File: src/verilog/fault_supervisor_regs.vh
// Constants for the half-bridge fault supervisor.
// Assumes inclusion by bare name from the design file.
`ifndef FAULT_SUPERVISOR_REGS_VH
`define FAULT_SUPERVISOR_REGS_VH

// ****************************************
// Global status bit positions
// ****************************************
`define GSTAT_TPW_BIT 1
`define GSTAT_OT_BIT 2
`define GSTAT_PG_BIT 3
`define GSTAT_OV_BIT 4
`define GSTAT_UV_BIT 5
`define GSTAT_LE_BIT 6

// ****************************************
// Reset values, channel count and timing
// ****************************************
`define FLAG_RESET 1'b0
`define PG_RESET 1'b0
`define CHANNELS 12
`define OPENLOAD_FILTER_NS 2000
`define CLK_PERIOD_NS 10
`define OPENLOAD_FILTER_CYCLES ((`OPENLOAD_FILTER_NS + `CLK_PERIOD_NS - 1) / `CLK_PERIOD_NS)

`endif

File: src/verilog/half_bridge_fault_supervisor.v
// Fault supervision for a twelve-channel half-bridge driver.
// Assumes analog comparators and current sensors arrive synchronous to core_clk,
// and that the serial framing decodes clear requests into per-flag strobes.
//
// Notes on behaviour
// - Warning temperature sets pre-warning flag
// - Pre-warning flag cleared only by host
// - Pre-warning never disables any output
// - Shutdown temperature latches outputs off, sets flag
// - Outputs stay off until overheat flag cleared
// - Cooled overheat flag reads set until the host clears it
// - Supply undervoltage: outputs off, flag latched
// - Undervoltage does not reset logic state
// - Undervoltage recovery reactivates outputs automatically
// - Supply overvoltage: outputs off, flag latched
// - Overvoltage recovery reactivates outputs automatically
// - Extended select picks second overvoltage pair
// - Logic undervoltage enters reset, serial stops
// - Logic reset initializes state, outputs high-Z
// - Reset released only above power-on level
// - Power-good bit reads 0 after reset
// - Filtered low current latches open-load flag
// - Any open-load flag sets load fault summary
// - Open-load never changes output state
// - Disable bit masks freewheeling open-load detection
// - Operation bit 1 reads then clears flags
`include "fault_supervisor_regs.vh"

module half_bridge_fault_supervisor #(
  parameter N = `CHANNELS,
  parameter OL_CYCLES = `OPENLOAD_FILTER_CYCLES
) (
  input wire core_clk,
  input wire rst,
  input wire logic_supply_ok,
  input wire enable_pin,
  input wire temp_warn,
  input wire temp_shutdown,
  input wire supply_below_uv_off,
  input wire supply_above_uv_on,
  input wire supply_above_ov1_off,
  input wire supply_below_ov1_on,
  input wire supply_above_ov2_off,
  input wire supply_below_ov2_on,
  input wire extended_overvoltage_select,
  input wire negative_current_openload_disable,
  input wire [N-1:0] high_side_switch_enable,
  input wire [N-1:0] low_side_switch_enable,
  input wire [N-1:0] high_side_low_current,
  input wire [N-1:0] low_side_low_current,
  input wire [N-1:0] high_side_freewheel,
  input wire [N-1:0] low_side_freewheel,
  input wire status_access,
  input wire operation_select_bit,
  input wire [7:0] global_clear_mask,
  input wire [N-1:0] high_side_ol_clear_mask,
  input wire [N-1:0] low_side_ol_clear_mask,
  output reg thermal_prewarn_flag,
  output reg overheat_shutdown_flag,
  output reg supply_undervoltage_flag,
  output reg supply_overvoltage_flag,
  output reg power_good_indicator,
  output reg load_fault_summary,
  output reg [N-1:0] high_side_openload_flag,
  output reg [N-1:0] low_side_openload_flag,
  output reg [N-1:0] high_side_drive,
  output reg [N-1:0] low_side_drive,
  output reg serial_ready,
  output reg [7:0] global_status_reg
);

  // ****************************************
  // Reset and supply state
  // ****************************************
  wire int_rst;
  wire clr_act;
  wire ov_off;
  wire ov_on;
  wire next_uv_lock;
  wire next_ov_lock;
  wire [N-1:0] clr_hs;
  wire [N-1:0] clr_ls;
  wire [N-1:0] hs_low;
  wire [N-1:0] ls_low;
  wire [N-1:0] hs_hit;
  wire [N-1:0] ls_hit;
  wire [N-1:0] next_hs_ol;
  wire [N-1:0] next_ls_ol;
  wire next_le;
  wire next_pg;
  wire stage_off;
  reg next_tpw;
  reg next_ot;
  reg next_uv;
  reg next_ov;
  reg uv_lock;
  reg ov_lock;
  reg [N-1:0] next_hs_drive;
  reg [N-1:0] next_ls_drive;
  reg [7:0] next_status;

  // Logic-supply loss acts as a reset; release waits for the good level
  assign int_rst = rst | ~logic_supply_ok;
  assign clr_act = status_access & operation_select_bit;

  // Threshold pair chosen by the extended select bit
  assign ov_off = extended_overvoltage_select ? supply_above_ov2_off
                                              : supply_above_ov1_off;
  assign ov_on = extended_overvoltage_select ? supply_below_ov2_on
                                             : supply_below_ov1_on;

  // Lockouts hold until the switch-on level, then release on their own
  assign next_uv_lock = supply_below_uv_off | (uv_lock & ~supply_above_uv_on);
  assign next_ov_lock = ov_off | (ov_lock & ~ov_on);

  // ****************************************
  // Flag set and clear, set wins
  // ****************************************
  always @* begin
    next_tpw = thermal_prewarn_flag;
    if (clr_act && global_clear_mask[`GSTAT_TPW_BIT])
      next_tpw = 1'b0;
    if (temp_warn)
      next_tpw = 1'b1;
    next_ot = overheat_shutdown_flag;
    if (clr_act && global_clear_mask[`GSTAT_OT_BIT])
      next_ot = 1'b0;
    if (temp_shutdown)
      next_ot = 1'b1;
    next_uv = supply_undervoltage_flag;
    if (clr_act && global_clear_mask[`GSTAT_UV_BIT])
      next_uv = 1'b0;
    if (supply_below_uv_off)
      next_uv = 1'b1;
    next_ov = supply_overvoltage_flag;
    if (clr_act && global_clear_mask[`GSTAT_OV_BIT])
      next_ov = 1'b0;
    if (ov_off)
      next_ov = 1'b1;
  end

  // ****************************************
  // Open-load filter, one counter per switch
  // ****************************************
  assign clr_hs = {N{clr_act}} & high_side_ol_clear_mask;
  assign clr_ls = {N{clr_act}} & low_side_ol_clear_mask;
  assign hs_low = high_side_drive & high_side_low_current &
    ~({N{negative_current_openload_disable}} & high_side_freewheel);
  assign ls_low = low_side_drive & low_side_low_current &
    ~({N{negative_current_openload_disable}} & low_side_freewheel);

  genvar g;
  generate
    for (g = 0; g < N; g = g + 1) begin : g_ol
      openload_filter #(
        .CNT_W(16),
        .OL_CYCLES(OL_CYCLES)
      ) i_hs_filter (
        .core_clk(core_clk),
        .rst(int_rst),
        .low_current(hs_low[g]),
        .hit(hs_hit[g])
      );
      openload_filter #(
        .CNT_W(16),
        .OL_CYCLES(OL_CYCLES)
      ) i_ls_filter (
        .core_clk(core_clk),
        .rst(int_rst),
        .low_current(ls_low[g]),
        .hit(ls_hit[g])
      );
    end
  endgenerate

  assign next_hs_ol = hs_hit | (high_side_openload_flag & ~clr_hs);
  assign next_ls_ol = ls_hit | (low_side_openload_flag & ~clr_ls);
  assign next_le = |{next_hs_ol, next_ls_ol};

  // ****************************************
  // Supply lockouts
  // ****************************************
  always @(posedge core_clk) begin
    if (int_rst) begin
      uv_lock <= 1'b0;
      ov_lock <= 1'b0;
    end else begin
      // Undervoltage only gates the stages; nothing here is reset by it
      uv_lock <= next_uv_lock;
      ov_lock <= next_ov_lock;
    end
  end

  // ****************************************
  // Thermal flags
  // ****************************************
  always @(posedge core_clk) begin
    if (int_rst) begin
      // Digital state initialised on any reset
      thermal_prewarn_flag <= `FLAG_RESET;
      overheat_shutdown_flag <= `FLAG_RESET;
    end else begin
      thermal_prewarn_flag <= next_tpw;
      overheat_shutdown_flag <= next_ot;
    end
  end

  // ****************************************
  // Supply flags
  // ****************************************
  always @(posedge core_clk) begin
    if (int_rst) begin
      supply_undervoltage_flag <= `FLAG_RESET;
      supply_overvoltage_flag <= `FLAG_RESET;
    end else begin
      supply_undervoltage_flag <= next_uv;
      supply_overvoltage_flag <= next_ov;
    end
  end

  // ****************************************
  // Open-load flags and summary
  // ****************************************
  always @(posedge core_clk) begin
    if (int_rst) begin
      high_side_openload_flag <= {N{1'b0}};
      low_side_openload_flag <= {N{1'b0}};
      load_fault_summary <= `FLAG_RESET;
    end else begin
      high_side_openload_flag <= next_hs_ol;
      low_side_openload_flag <= next_ls_ol;
      load_fault_summary <= next_le;
    end
  end

  // ****************************************
  // Power-good and serial readiness
  // ****************************************
  // Power-good stays 0 until the host clears it once enabled
  assign next_pg = power_good_indicator |
    (enable_pin & clr_act & global_clear_mask[`GSTAT_PG_BIT]);

  always @(posedge core_clk) begin
    if (int_rst) begin
      power_good_indicator <= `PG_RESET;
      serial_ready <= 1'b0;
    end else begin
      power_good_indicator <= next_pg;
      serial_ready <= 1'b1;
    end
  end

  // ****************************************
  // Output stages
  // ****************************************
  // Any shutdown source forces the stages off; enables are left as they are
  assign stage_off = next_ot | next_uv_lock | next_ov_lock;

  always @* begin
    next_hs_drive = high_side_switch_enable;
    // Cross-current guard: low side yields when both enables are set
    next_ls_drive = low_side_switch_enable & ~high_side_switch_enable;
    if (stage_off) begin
      next_hs_drive = {N{1'b0}};
      next_ls_drive = {N{1'b0}};
    end
  end

  always @(posedge core_clk) begin
    if (int_rst) begin
      // Stages off while the logic is held in reset
      high_side_drive <= {N{1'b0}};
      low_side_drive <= {N{1'b0}};
    end else begin
      high_side_drive <= next_hs_drive;
      low_side_drive <= next_ls_drive;
    end
  end

  // ****************************************
  // Global status byte
  // ****************************************
  always @* begin
    next_status = 8'h00;
    next_status[`GSTAT_TPW_BIT] = next_tpw;
    next_status[`GSTAT_OT_BIT] = next_ot;
    next_status[`GSTAT_PG_BIT] = next_pg;
    next_status[`GSTAT_OV_BIT] = next_ov;
    next_status[`GSTAT_UV_BIT] = next_uv;
    next_status[`GSTAT_LE_BIT] = next_le;
  end

  always @(posedge core_clk) begin
    if (int_rst)
      global_status_reg <= 8'h00;
    else
      global_status_reg <= next_status;
  end

endmodule // half_bridge_fault_supervisor

// ****************************************
// Open-load filter for one switch
// ****************************************
// Raises hit once low current has been seen for OL_CYCLES-1 edges in a row
module openload_filter #(
  parameter CNT_W = 16,
  parameter OL_CYCLES = `OPENLOAD_FILTER_CYCLES
) (
  input wire core_clk,
  input wire rst,
  input wire low_current,
  output wire hit
);

  localparam integer LIMIT = OL_CYCLES - 1;

  reg [CNT_W-1:0] count;
  reg [CNT_W-1:0] next_count;
  wire [31:0] count_wide;
  wire at_limit;

  // Counter parks at the limit so a long open load never wraps it
  assign count_wide = {{(32-CNT_W){1'b0}}, count};
  assign at_limit = (count_wide >= LIMIT);
  assign hit = low_current & at_limit;

  always @* begin
    next_count = count;
    if (!low_current)
      next_count = {CNT_W{1'b0}};
    else if (!at_limit)
      next_count = count + {{(CNT_W-1){1'b0}}, 1'b1};
  end

  always @(posedge core_clk) begin
    if (rst)
      count <= {CNT_W{1'b0}};
    else
      count <= next_count;
  end

endmodule // openload_filter

File: config.mk
export PLATFORM = sky130hd
export DESIGN_NAME = half_bridge_fault_supervisor
export DESIGN_NICKNAME = d
export VERILOG_FILES = /design/src/verilog/half_bridge_fault_supervisor.v
export VERILOG_INCLUDE_DIRS = /design/src /design/src/verilog
export SDC_FILE = /design/constraint.sdc
export NUM_CORES = 1
export LEC_CHECK = 0
export ABC_AREA = 1
export BUFFER_PORTS_ARGS = -buffer_cell sky130_fd_sc_hd__buf_2
export CORE_UTILIZATION = 45
export CTS_CLUSTER_DIAMETER = 100
export DETAILED_ROUTE_END_ITERATION = 6
export PLACE_DENSITY_LB_ADDON = 0.08
export SLEW_MARGIN = 0
export SYNTH_ARGS = -nofsm -noshare
export SYNTH_HDL_FRONTEND = slang
export SYNTH_SLANG_ARGS = --single-unit
export TNS_END_PERCENT = 1
File: constraint.sdc
create_clock -name core_clk -period 4.5 [get_ports core_clk]
set_input_delay 0.225 -clock core_clk [delete_from_list [all_inputs] [get_ports core_clk]]
set_output_delay 0.225 -clock core_clk [all_outputs]
set_load 0.005 [all_outputs]
==> results of run 1 <==
-- synthesized netlist by cell type (24+ instances only) --
cell type / instances / area, um^2
ha_1: 24 / 300.3
o21ai_0: 37 / 185.2
inv_1: 398 / 1494
or2_2: 25 / 156.4
nand3_1: 111 / 555.5
dfxtp_1: 441 / 8828
nand2_1: 428 / 1607
xor2_1: 25 / 219.0
nor2_2: 24 / 150.1
buf_2: 28 / 140.1
a21oi_1: 159 / 795.8
nor2_1: 434 / 1629
-- routing by layer --
metal | vias to the layer above | part of all wire, % | global-route usage, %
met4 | 4 | 3.0 | 7.350
met5 | - | 0.077 | 0
met2 | 184 | 46 | 31.09
li1 | 7649 | - | -
met1 | 6231 | 47 | 22.71
met3 | 61 | 3.7 | 3.338
-- worst max-delay path: cells and delay by family --
kind / cells / cell delay (ns)
AOI/OAI and AO/OA: 2 / 0.31
buffers and inverters: 4 / 1.43
and+or+nand+nor: 2 / 0.84
-- power groups by stage --
stage | sequential (W) | combinational (W) | clock (W)
finish | 0.00391 | 0.000163 | 0.00391
global route | 0.00391 | 0.000178 | 0.00421
CTS | 0.00391 | 0.000162 | 0.00405
detailed placement | 0.00400 | 0.000116 | 0
global placement | 0.00400 | 0.000116 | 0
floorplan | 0.00400 | 0.0000449 | 0
-- path summary, 6_finish.rpt --
kind                                startpoint                            to  slack, ns  cells past startpoint
hold / removal        high_side_low_current[5]  g_ol[5].i_hs_filter.count[2]       0.04                      5
setup / recovery                           rst  g_ol[5].i_ls_filter.count[3]       2.17                      8
hold reg to reg   g_ol[4].i_hs_filter.count[9]  g_ol[4].i_hs_filter.count[9]       0.42                      2
setup reg to reg  g_ol[4].i_hs_filter.count[0]            load_fault_summary       2.42                     13
-- stage by stage --
step                utilization (%)  power, W  hold WS [ns]
finish                        55.57  0.007982       0.03918
global route                  55.57  0.008300       0.03786
CTS                           55.57  0.008121      0.005659
detailed placement            49.27  0.004115        0.4168
global placement              49.27  0.004115        0.4140
floorplan                         -  0.004043        0.3424
-- repair_timing --
item / CTS / global route
hold buffers: 79 / 0
gates resized for setup: 0 / 0
setup buffers: 0 / 0
endpoints found under the hold margin: 58 / 0
-- area by class of cell --
class	instances	share of cell area, %
Clock inverter	16	1.008
Timing Repair Buffer	258	8.063
Sequential cell	441	42.08
Inverter	401	7.175
Clock buffer	70	6.555
Tap cell	511	3.048
Multi-Input combinational cell	1424	32.07
-- cell families (layout without fill, tap and decap cells) --
group | Yosys count | count (layout) | share of synthesized area (%)
AO/OA/AOI/OAI | 245 | 245 | 7.929
XOR/XNOR | 25 | 25 | 1.265
other | 1 | 2 | 0.02166
buffers and inverters | 446 | 745 | 10.16
AND/OR/NAND/NOR | 1128 | 1128 | 27.89
adder cells (fa/ha/maj) | 24 | 24 | 1.735
flip-flops | 441 | 441 | 51.00
==> flow_summary_export.csv, run 1 <==
group,metric,value,unit
status,outcome,"completed",
pwr,power.share.combinational,2.0,%
logic_synthesis,async_reset_ff_share,0,%
floorplan,coreArea,0.03776,mm^2
floorplan,pin_count,183,
logic_synthesis,synth_ff_type,"dfxtp_1",
worst_setup_path,critPathMaxStageDelay,0.54,ns
worst_setup_path,cp_data_required_time,5.00,ns
sta,setup_viol,0,
drt,drcViolationCount,0,
final_layout,fin_area,0.02098,mm^2
sta,post-route-period-util,51.83,%
drt,routed_wl,35160,um
floorplan,die_area,0.03926,mm^2
floorplan,fp.dieH,198.1,um
clocking,numCtsBuffers,48,
place,dp.cells,2956,
floorplan,rows,71,
logic_synthesis,ys_seq_area_share,51.00,%
worst_setup_path,crit_path_end_kind,"flip-flop",
worst_setup_path,crit_path_start_kind,"input port",
global_routing,grt_pass1_vias,13039,
sta,hold_viol,0,
logic_synthesis,syn_inst,2310,
sta,max_freq,428.8,MHz
hold_path,hp-class,"input port to flip-flop",
clocking,h-tree-depth,2,
logic_synthesis,synth_warnings,0,
worst_setup_path,critPathArrivalTime,2.83,ns
place,gp_congestion,0.8182,
final_layout,multiInputGateArea,0.006728,mm^2
floorplan,die_width,198.1,um
drt,via_per_inst,4.527,
logic_synthesis,ys_seq_elements,441,
final_layout,final_cell_mix,"dfxtp_1 (441), nor2_1 (434), nand2_1 (428)",
sta,tightestPinTransition,0.8798,ns
worst_setup_path,path_class,"input port to flip-flop",
pwr,p_seq_share,49.0,%
sta,tns,0,ns
drt,drt_iter0_markers,572,
final_layout,final_nets,2718,
drt,drtAntennaViolNets,0,
global_routing,grt_usage,18.27,%
final_layout,largestRegisters,"g_ol.i_hs_filter.count x192, g_ol.i_ls_filter.count x192",
pwr,clockPowerShare,48.9,%
global_routing,antenna_found_initial,3,
pwr,swShare,19.85,%
sta,maxSlewViolCount,0,
final_layout,layout_commonest_cell,"dfxtp_1",
worst_setup_path,crit_slowest_cell,"dlygate4sd3_1",
sta,finalCriticalPeriod,2.332,ns
clocking,insertion_delay,0.56,ns
pwr,p_sw,0.001585,W
global_routing,grt_pass1_wl,58910,um
worst_setup_path,crit_fanout,37,
drt,dr_total_vias,14129,
logic_synthesis,avgSynthCellArea,7.494,um^2
clocking,cts.sinks,441,
clocking,clk_path_buf_depth,3,
logic_synthesis,synth_edf_count,0,
pwr,powerDensity,380.5,mW/mm^2
pwr,total_leakage_power,8.707,nW
global_routing,overflow,0,
global_routing,grt_max_degree,38,
sta,clock_skew,0.01454,ns
final_layout,layout.area.seq,0.008828,mm^2
sta,rsz0062_at_grt,"false",
pwr,ir_drop,0.2415,mV
final_layout,n_antenna_cell,0,
drt,dr.pass1.iters,5,
clocking,cts-root-buf,"clkbuf_16",
final_layout,area_growth,21.19,%
logic_synthesis,syn_area,0.01731,mm^2
place,placed_area,0.01860,mm^2
place,dp_hpwl,24400,um
logic_synthesis,yosysUniqueCellTypes,44,
pwr,power.internal,0.006397,W
place,portBuffers,177,
final_layout,fin_cells,3121,
sta,slew_headroom,41.26,%
final_layout,drive_above_1_share,12.45,%
sta,setup_slack,2.168,ns
clocking,clk_pin_slew,0.06,ns
flow_run,drv_cap,0,
clocking,tritoncts,"built",
place,pre_cts_slack,2.090,ns
final_layout,n_fill_cell,3582,
drt,wl_per_cell,11.26,um
floorplan,initial_core_util,45.85,%
worst_setup_path,crit_chain,"dlygate4sd3_1 -> buf_2 -> nor2_4 -> inv_2 -> nor2_2 -> inv_1 -> a21oi_1 -> o21a_1",
Note: power is estimated with default switching activity, not from simulation.
==> inputs of run 2 (changes only) <==
==> constraint.sdc (replaced) <==
create_clock -name core_clk -period 2 [get_ports core_clk]
set_input_delay 0.1 -clock core_clk [delete_from_list [all_inputs] [get_ports core_clk]]
set_output_delay 0.1 -clock core_clk [all_outputs]
set_load 0.005 [all_outputs]
==> run 2 against run 1 <==
Critical path depth unchanged. Utilization up 1.4 points. Non-clock buffer count up 55. Register-to-register slack worse by 2.3 ns. Critical path type unchanged.
==> flow_summary_export.csv, run 2 (synthesis results as in run 1) <==
group,metric,value,unit
status,outcome,"completed",
final_layout,layout_commonest_cell,"dfxtp_1",
worst_setup_path,critPathArrivalTime,2.42,ns
drt,via_per_inst,4.521,
final_layout,n_antenna_cell,0,
sta,hold_viol,0,
clocking,cts-root-buf,"clkbuf_16",
hold_path,min_from,"low_side_freewheel[9]",
final_layout,final_cell_mix,"dfxtp_1 (441), nor2_1 (433), nand2_1 (426)",
global_routing,grt_pass1_wl,59860,um
final_layout,area_growth,24.21,%
sta,tightestPinTransition,0.6178,ns
worst_setup_path,critPathMaxStageDelay,0.60,ns
clocking,cts.sinks,441,
worst_setup_path,crit_fanout,4,
drt,routed_wl,35920,um
clocking,h-tree-depth,2,
global_routing,grt_pass1_vias,13322,
hold_path,min_to,"low_side_openload_flag[9]",
sta,rsz0062_at_grt,"false",
clocking,cts_setup_buffers,0,
clocking,tritoncts,"built",
worst_setup_path,crit_family,"buffers and inverters",
worst_setup_path,cp_data_required_time,2.49,ns
drt,drt_iter0_markers,507,
global_routing,grt_max_degree,22,
pwr,total_leakage_power,9.012,nW
final_layout,fin_area,0.02150,mm^2
floorplan,coreArea,0.03776,mm^2
floorplan,fp.dieH,198.1,um
place,placed_area,0.01878,mm^2
flow_run,drv_cap,0,
sta,finalCriticalPeriod,1.925,ns
place,dp_hpwl,24920,um
global_routing,overflow,0,
drt,dr.pass1.iters,4,
worst_setup_path,crit_path_frequent_cell,"dlygate4sd3_1",
pwr,powerDensity,836.6,mW/mm^2
place,portBuffers,177,
worst_setup_path,path_class,"input port to flip-flop",
drt,drtAntennaViolNets,0,
sta,clock_skew,0.008645,ns
final_layout,fin_cells,3173,
worst_setup_path,crit_chain,"dlygate4sd3_1 -> buf_2 -> nand2_1 -> dlygate4sd3_1 -> a31oi_4 -> nand4_4 -> nor2_2 -> dlygate4sd3_1",
hold_path,hp-class,"input port to flip-flop",
drt,drcViolationCount,0,
worst_setup_path,reg2reg_to,"g_ol[8].i_ls_filter.count[3]",
worst_setup_path,reg2regPathDepth,6,
sta,slew_headroom,58.75,%
worst_setup_path,crit_path_end_kind,"flip-flop",
final_layout,largestRegisters,"g_ol.i_hs_filter.count x192, g_ol.i_ls_filter.count x192",
hold_path,hold_depth,4,
floorplan,die_width,198.1,um
final_layout,drive_above_1_share,13.11,%
sta,setup_viol,0,
floorplan,die_area,0.03926,mm^2
sta,post-route-period-util,96.25,%
drt,dr_total_vias,14344,
floorplan,initial_core_util,45.85,%
worst_setup_path,rr_startpoint,"low_side_drive[8]",
global_routing,grt_usage,18.64,%
place,dp.cells,2977,
pwr,ir_drop,0.5458,mV
worst_setup_path,ff2ff_setup_slack,0.15,ns
global_routing,antenna_found_initial,1,
worst_setup_path,crit_path_start_kind,"input port",
clocking,insertion_delay,0.56,ns
floorplan,rows,71,
floorplan,pin_count,183,
worst_setup_path,crit_buf_inv,4,
place,gp_congestion,0.8314,
clocking,numCtsBuffers,47,
clocking,clk_path_buf_depth,3,
sta,tns,0,ns
final_layout,final_nets,2772,
sta,max_freq,519.5,MHz
clocking,clk_pin_slew,0.06,ns
sta,maxSlewViolCount,0,
worst_setup_path,crit_slowest_cell,"dlygate4sd3_1",
drt,wl_per_cell,11.32,um
==> run 2: cell count changes in the layout (fill, tap and decap cells not counted) <==
| cell | change |
|---|---|
| nor2_2 | +1 |
| nor2_1 | -1 |
| clkinv_4 | -1 |
| bufinv_16 | -1 |
| buf_4 | +19 |
| dlygate4sd3_1 | +34 |
| clkbuf_1 | -3 |
| buf_12 | +2 |
| nand2_1 | -2 |
| clkbuf_8 | +4 |
| nand2_2 | +2 |
| clkinvlp_4 | -1 |
| clkinv_2 | -1 |
==> run 2: stage by stage <==
| stage | total power [W] | hold WS [ns] | setup slack (ns) | util, % |
|---|---|---|---|---|
| 4_1_cts | 0.01827 | 0.01069 | 0.1156 | 56.93 |
| 6_report | 0.01799 | 0.008374 | 0.07500 | 56.95 |
| 3_5_place_dp | 0.009275 | 0.3194 | 0.1696 | 49.75 |
| 2_1_floorplan | 0.009097 | 0.2174 | 0.5079 | - |
| 5_1_grt | 0.01865 | 0.04144 | 0.01437 | 56.95 |
| 3_3_place_gp | 0.009273 | 0.3061 | 0.1894 | 49.75 |
==> run 2: worst max-delay path by stage <==
| stage | cells after the start | endpoint | slack [ns] | from |
|---|---|---|---|---|
| floorplan | 13 | load_fault_summary | 0.51 | g_ol[0].i_hs_filter.count[0] |
| global placement | 13 | load_fault_summary | 0.19 | g_ol[8].i_hs_filter.count[1] |
| detailed placement | 13 | load_fault_summary | 0.17 | g_ol[8].i_hs_filter.count[0] |
| CTS | 6 | g_ol[8].i_ls_filter.count[3] | 0.12 | low_side_drive[8] |
| global route | 8 | high_side_drive[6] | 0.01 | supply_below_ov1_on |
| finish | 8 | low_side_drive[6] | 0.07 | supply_below_ov1_on |
==> run 2: what timing repair did <==
| item | in CTS | in global routing |
|---|---|---|
| hold buffers | 113 | 0 |
| resized for setup | 0 | 3 |
| endpoints found under the setup margin | 0 | 3 |
| endpoints found under the hold margin | 80 | 0 |
==> run 2: power breakdown <==
group	switching (W)	leakage (nW)	internal, W	total [W]
clock network	0.00339	0.784	0.00538	0.00877
logic	0.000178	4.68	0.000231	0.000408
registers	0.00000871	3.55	0.00880	0.00880
==> run 2: layout make-up <==
cell class	count	area (um^2)
multi-input cells	1424	6735
inverters	401	1505
flip-flops and latches	441	8828
clock buffers	71	1419
fillers	3501	16250
repair buffers	313	2215
well taps	511	639.4
clock inverters	12	160.2
==> run 2: metal layers <==
layer,routed length [um],share of wire [%],GRT usage [%],vias to the layer above
li1,-,-,-,7748
met1,16680,46,22.52,6342
met2,16680,46,32.07,190
met3,1308,3.6,3.390,64
met4,1240,3.5,8.470,0
met5,0,0,0,-
==> run 2: worst min-delay path: stages <==
cell,delay [ns]
buf_2,0.08
a21oi_1,0.13
nand2_1,0.13
a21oi_1,0.08
==> inputs of run 3 (changes only) <==
--- a/config.mk
+++ b/config.mk
@@ -8,10 +8,13 @@
 export LEC_CHECK = 0
 export ABC_AREA = 1
 export BUFFER_PORTS_ARGS = -buffer_cell sky130_fd_sc_hd__buf_2
+export CAP_MARGIN = 25
+export CORE_ASPECT_RATIO = 1.5
 export CORE_UTILIZATION = 45
 export CTS_CLUSTER_DIAMETER = 100
 export DETAILED_ROUTE_END_ITERATION = 6
 export PLACE_DENSITY_LB_ADDON = 0.08
+export RECOVER_POWER = 100
 export SLEW_MARGIN = 0
 export SYNTH_ARGS = -nofsm -noshare
 export SYNTH_HDL_FRONTEND = slang
==> run 3 against run 2 <==
Final area is 1.2% lower. Combinational power down 1%. Clock power is 2% lower. Die area about the same. Routed wire length grew 0.91%. Cell count down 1.0%. Maximum frequency increased by 4.6%. Sequential power hardly changed. Critical path type unchanged.
==> flow_summary_export.csv, run 3 (synthesis results as in run 1) <==
group,metric,value,unit
drt,drcViolationCount,0,
floorplan,fp.dieH,242.2,um
worst_setup_path,crit_chain,"dlygate4sd3_1 -> buf_2 -> nor2_1 -> inv_1 -> clkbuf_2 -> a21oi_1 -> dlygate4sd3_1",
worst_setup_path,crit_path_start_kind,"input port",
final_layout,drive_above_1_share,11.43,%
floorplan,initial_core_util,45.83,%
floorplan,pin_count,183,
clocking,h-tree-depth,2,
worst_setup_path,crit_family,"buffers and inverters",
pwr,power.share.combinational,2.3,%
worst_setup_path,cp_data_required_time,2.48,ns
drt,drt_iter0_markers,589,
final_layout,largestRegisters,"g_ol.i_hs_filter.count x192, g_ol.i_ls_filter.count x192",
global_routing,grt_usage,19.03,%
clocking,cts.sinks,441,
global_routing,overflow,0,
sta,setup_slack,0.1600,ns
final_layout,final_cell_mix,"dfxtp_1 (441), nor2_1 (435), nand2_1 (427)",
sta,slew_headroom,54.98,%
pwr,clockPowerShare,48.3,%
final_layout,layout_commonest_cell,"dfxtp_1",
global_routing,antenna_found_initial,0,
drt,routed_wl,36240,um
final_layout,n_antenna_cell,0,
drt,dr.pass1.iters,5,
sta,finalCriticalPeriod,1.840,ns
sta,hold_ws,0.01772,ns
pwr,p_seq_share,49.5,%
place,gp_congestion,0.8107,
worst_setup_path,critPathMaxStageDelay,0.55,ns
worst_setup_path,crit_buf_inv,5,
flow_run,drv_cap,0,
worst_setup_path,crit_fanout,8,
drt,via_per_inst,4.644,
pwr,powerDensity,837.4,mW/mm^2
global_routing,grt_max_degree,27,
pwr,swShare,19.74,%
sta,post-route-period-util,92.00,%
pwr,p_sw,0.003511,W
final_layout,n_fill_cell,3556,
final_layout,area_growth,22.72,%
floorplan,coreArea,0.03777,mm^2
final_layout,final_nets,2762,
pwr,total_leakage_power,8.731,nW
worst_setup_path,crit_slowest_cell,"dlygate4sd3_1",
pwr,ir_drop,0.9572,mV
sta,setup_viol,0,
floorplan,rows,87,
sta,hold_viol,0,
clocking,cts-root-buf,"clkbuf_16",
place,portBuffers,177,
global_routing,grt_pass1_wl,62160,um
floorplan,die_width,162.1,um
place,dp_hpwl,25840,um
status,outcome,"completed",
place,pre_cts_slack,0.1651,ns
drt,wl_per_cell,11.54,um
sta,max_freq,543.5,MHz
clocking,clk_path_buf_depth,3,
drt,dr_total_vias,14582,
clocking,numCtsBuffers,43,
pwr,power.internal,0.01428,W
sta,maxSlewViolCount,0,
global_routing,grt_pass1_vias,14337,
drt,drtAntennaViolNets,0,
pwr,p_total,0.01779,W
hold_path,hp-class,"input port to flip-flop",
worst_setup_path,crit_path_end_kind,"flip-flop",
clocking,tritoncts,"built",
clocking,cts_setup_buffers,0,
worst_setup_path,path_class,"input port to flip-flop",
sta,tightestPinTransition,0.6753,ns
worst_setup_path,critPathArrivalTime,2.32,ns
clocking,clk_pin_slew,0.06,ns
clocking,insertion_delay,0.54,ns
worst_setup_path,crit_path_frequent_cell,"dlygate4sd3_1",
sta,clock_skew,0.01207,ns
floorplan,die_area,0.03927,mm^2
## run 3: area by class of cell
cell class                 count  area [um^2]  area share [%]
tap                          489        611.8           2.880
inverter                     401         1505           7.086
clock buffer                  61         1286           6.055
clock inverter                17        244.0           1.149
timing repair buffer         307         2037           9.589
multi-input combinational   1424         6730           31.68
sequential                   441         8828           41.56
## run 3: per-stage QoR
step	cell area (um^2)	setup TNS, ns	std cells	util, %
2_1_floorplan	17310	0	2311	-
3_3_place_gp	18790	0	2961	49.74
3_5_place_dp	18790	0	2961	49.74
4_1_cts	21330	0	3140	56.47
5_1_grt	21240	-0.009015	3140	56.24
6_report	21240	0	3140	56.24
## run 3: worst paths after layout
check | startpoint | to | slack, ns | cells after the start
setup / recovery | rst | high_side_openload_flag[1] | 0.16 | 7
hold / removal | low_side_low_current[7] | g_ol[7].i_ls_filter.count[7] | 0.02 | 4
setup reg to reg | g_ol[1].i_ls_filter.count[0] | low_side_openload_flag[1] | 0.18 | 8
hold reg to reg | g_ol[3].i_hs_filter.count[11] | g_ol[3].i_hs_filter.count[11] | 0.42 | 2
## run 3: power groups by stage
stage	clock network (W)	registers [W]	logic, W
2_1_floorplan	0	0.00900	0.000101
3_3_place_gp	0	0.00900	0.000281
3_5_place_dp	0	0.00900	0.000284
4_1_cts	0.00885	0.00880	0.000403
5_1_grt	0.00921	0.00879	0.000434
6_report	0.00859	0.00880	0.000402
## run 3: tightest hold or removal path: stages
cell and delay [ns]:
buf_2 0.10, nand3_1 0.10, nor2_1 0.10, o21a_1 0.11
## run 3: per-layer routing
layer | part of all wire (%) | routed length (um) | vias up | GRT usage (%)
li1 | - | - | 7717 | -
met1 | 43 | 15630 | 6622 | 21.21
met2 | 52 | 18890 | 193 | 36.92
met3 | 3.0 | 1085 | 50 | 2.688
met4 | 1.8 | 643 | 0 | 4.800
met5 | 0 | 0 | - | 0
## run 3: repair_timing
action                                  in CTS  in global routing
hold endpoints to repair                    64                  0
endpoints found under the setup margin       0                  4
hold buffers                               101                  0
resized for setup                            0                  6
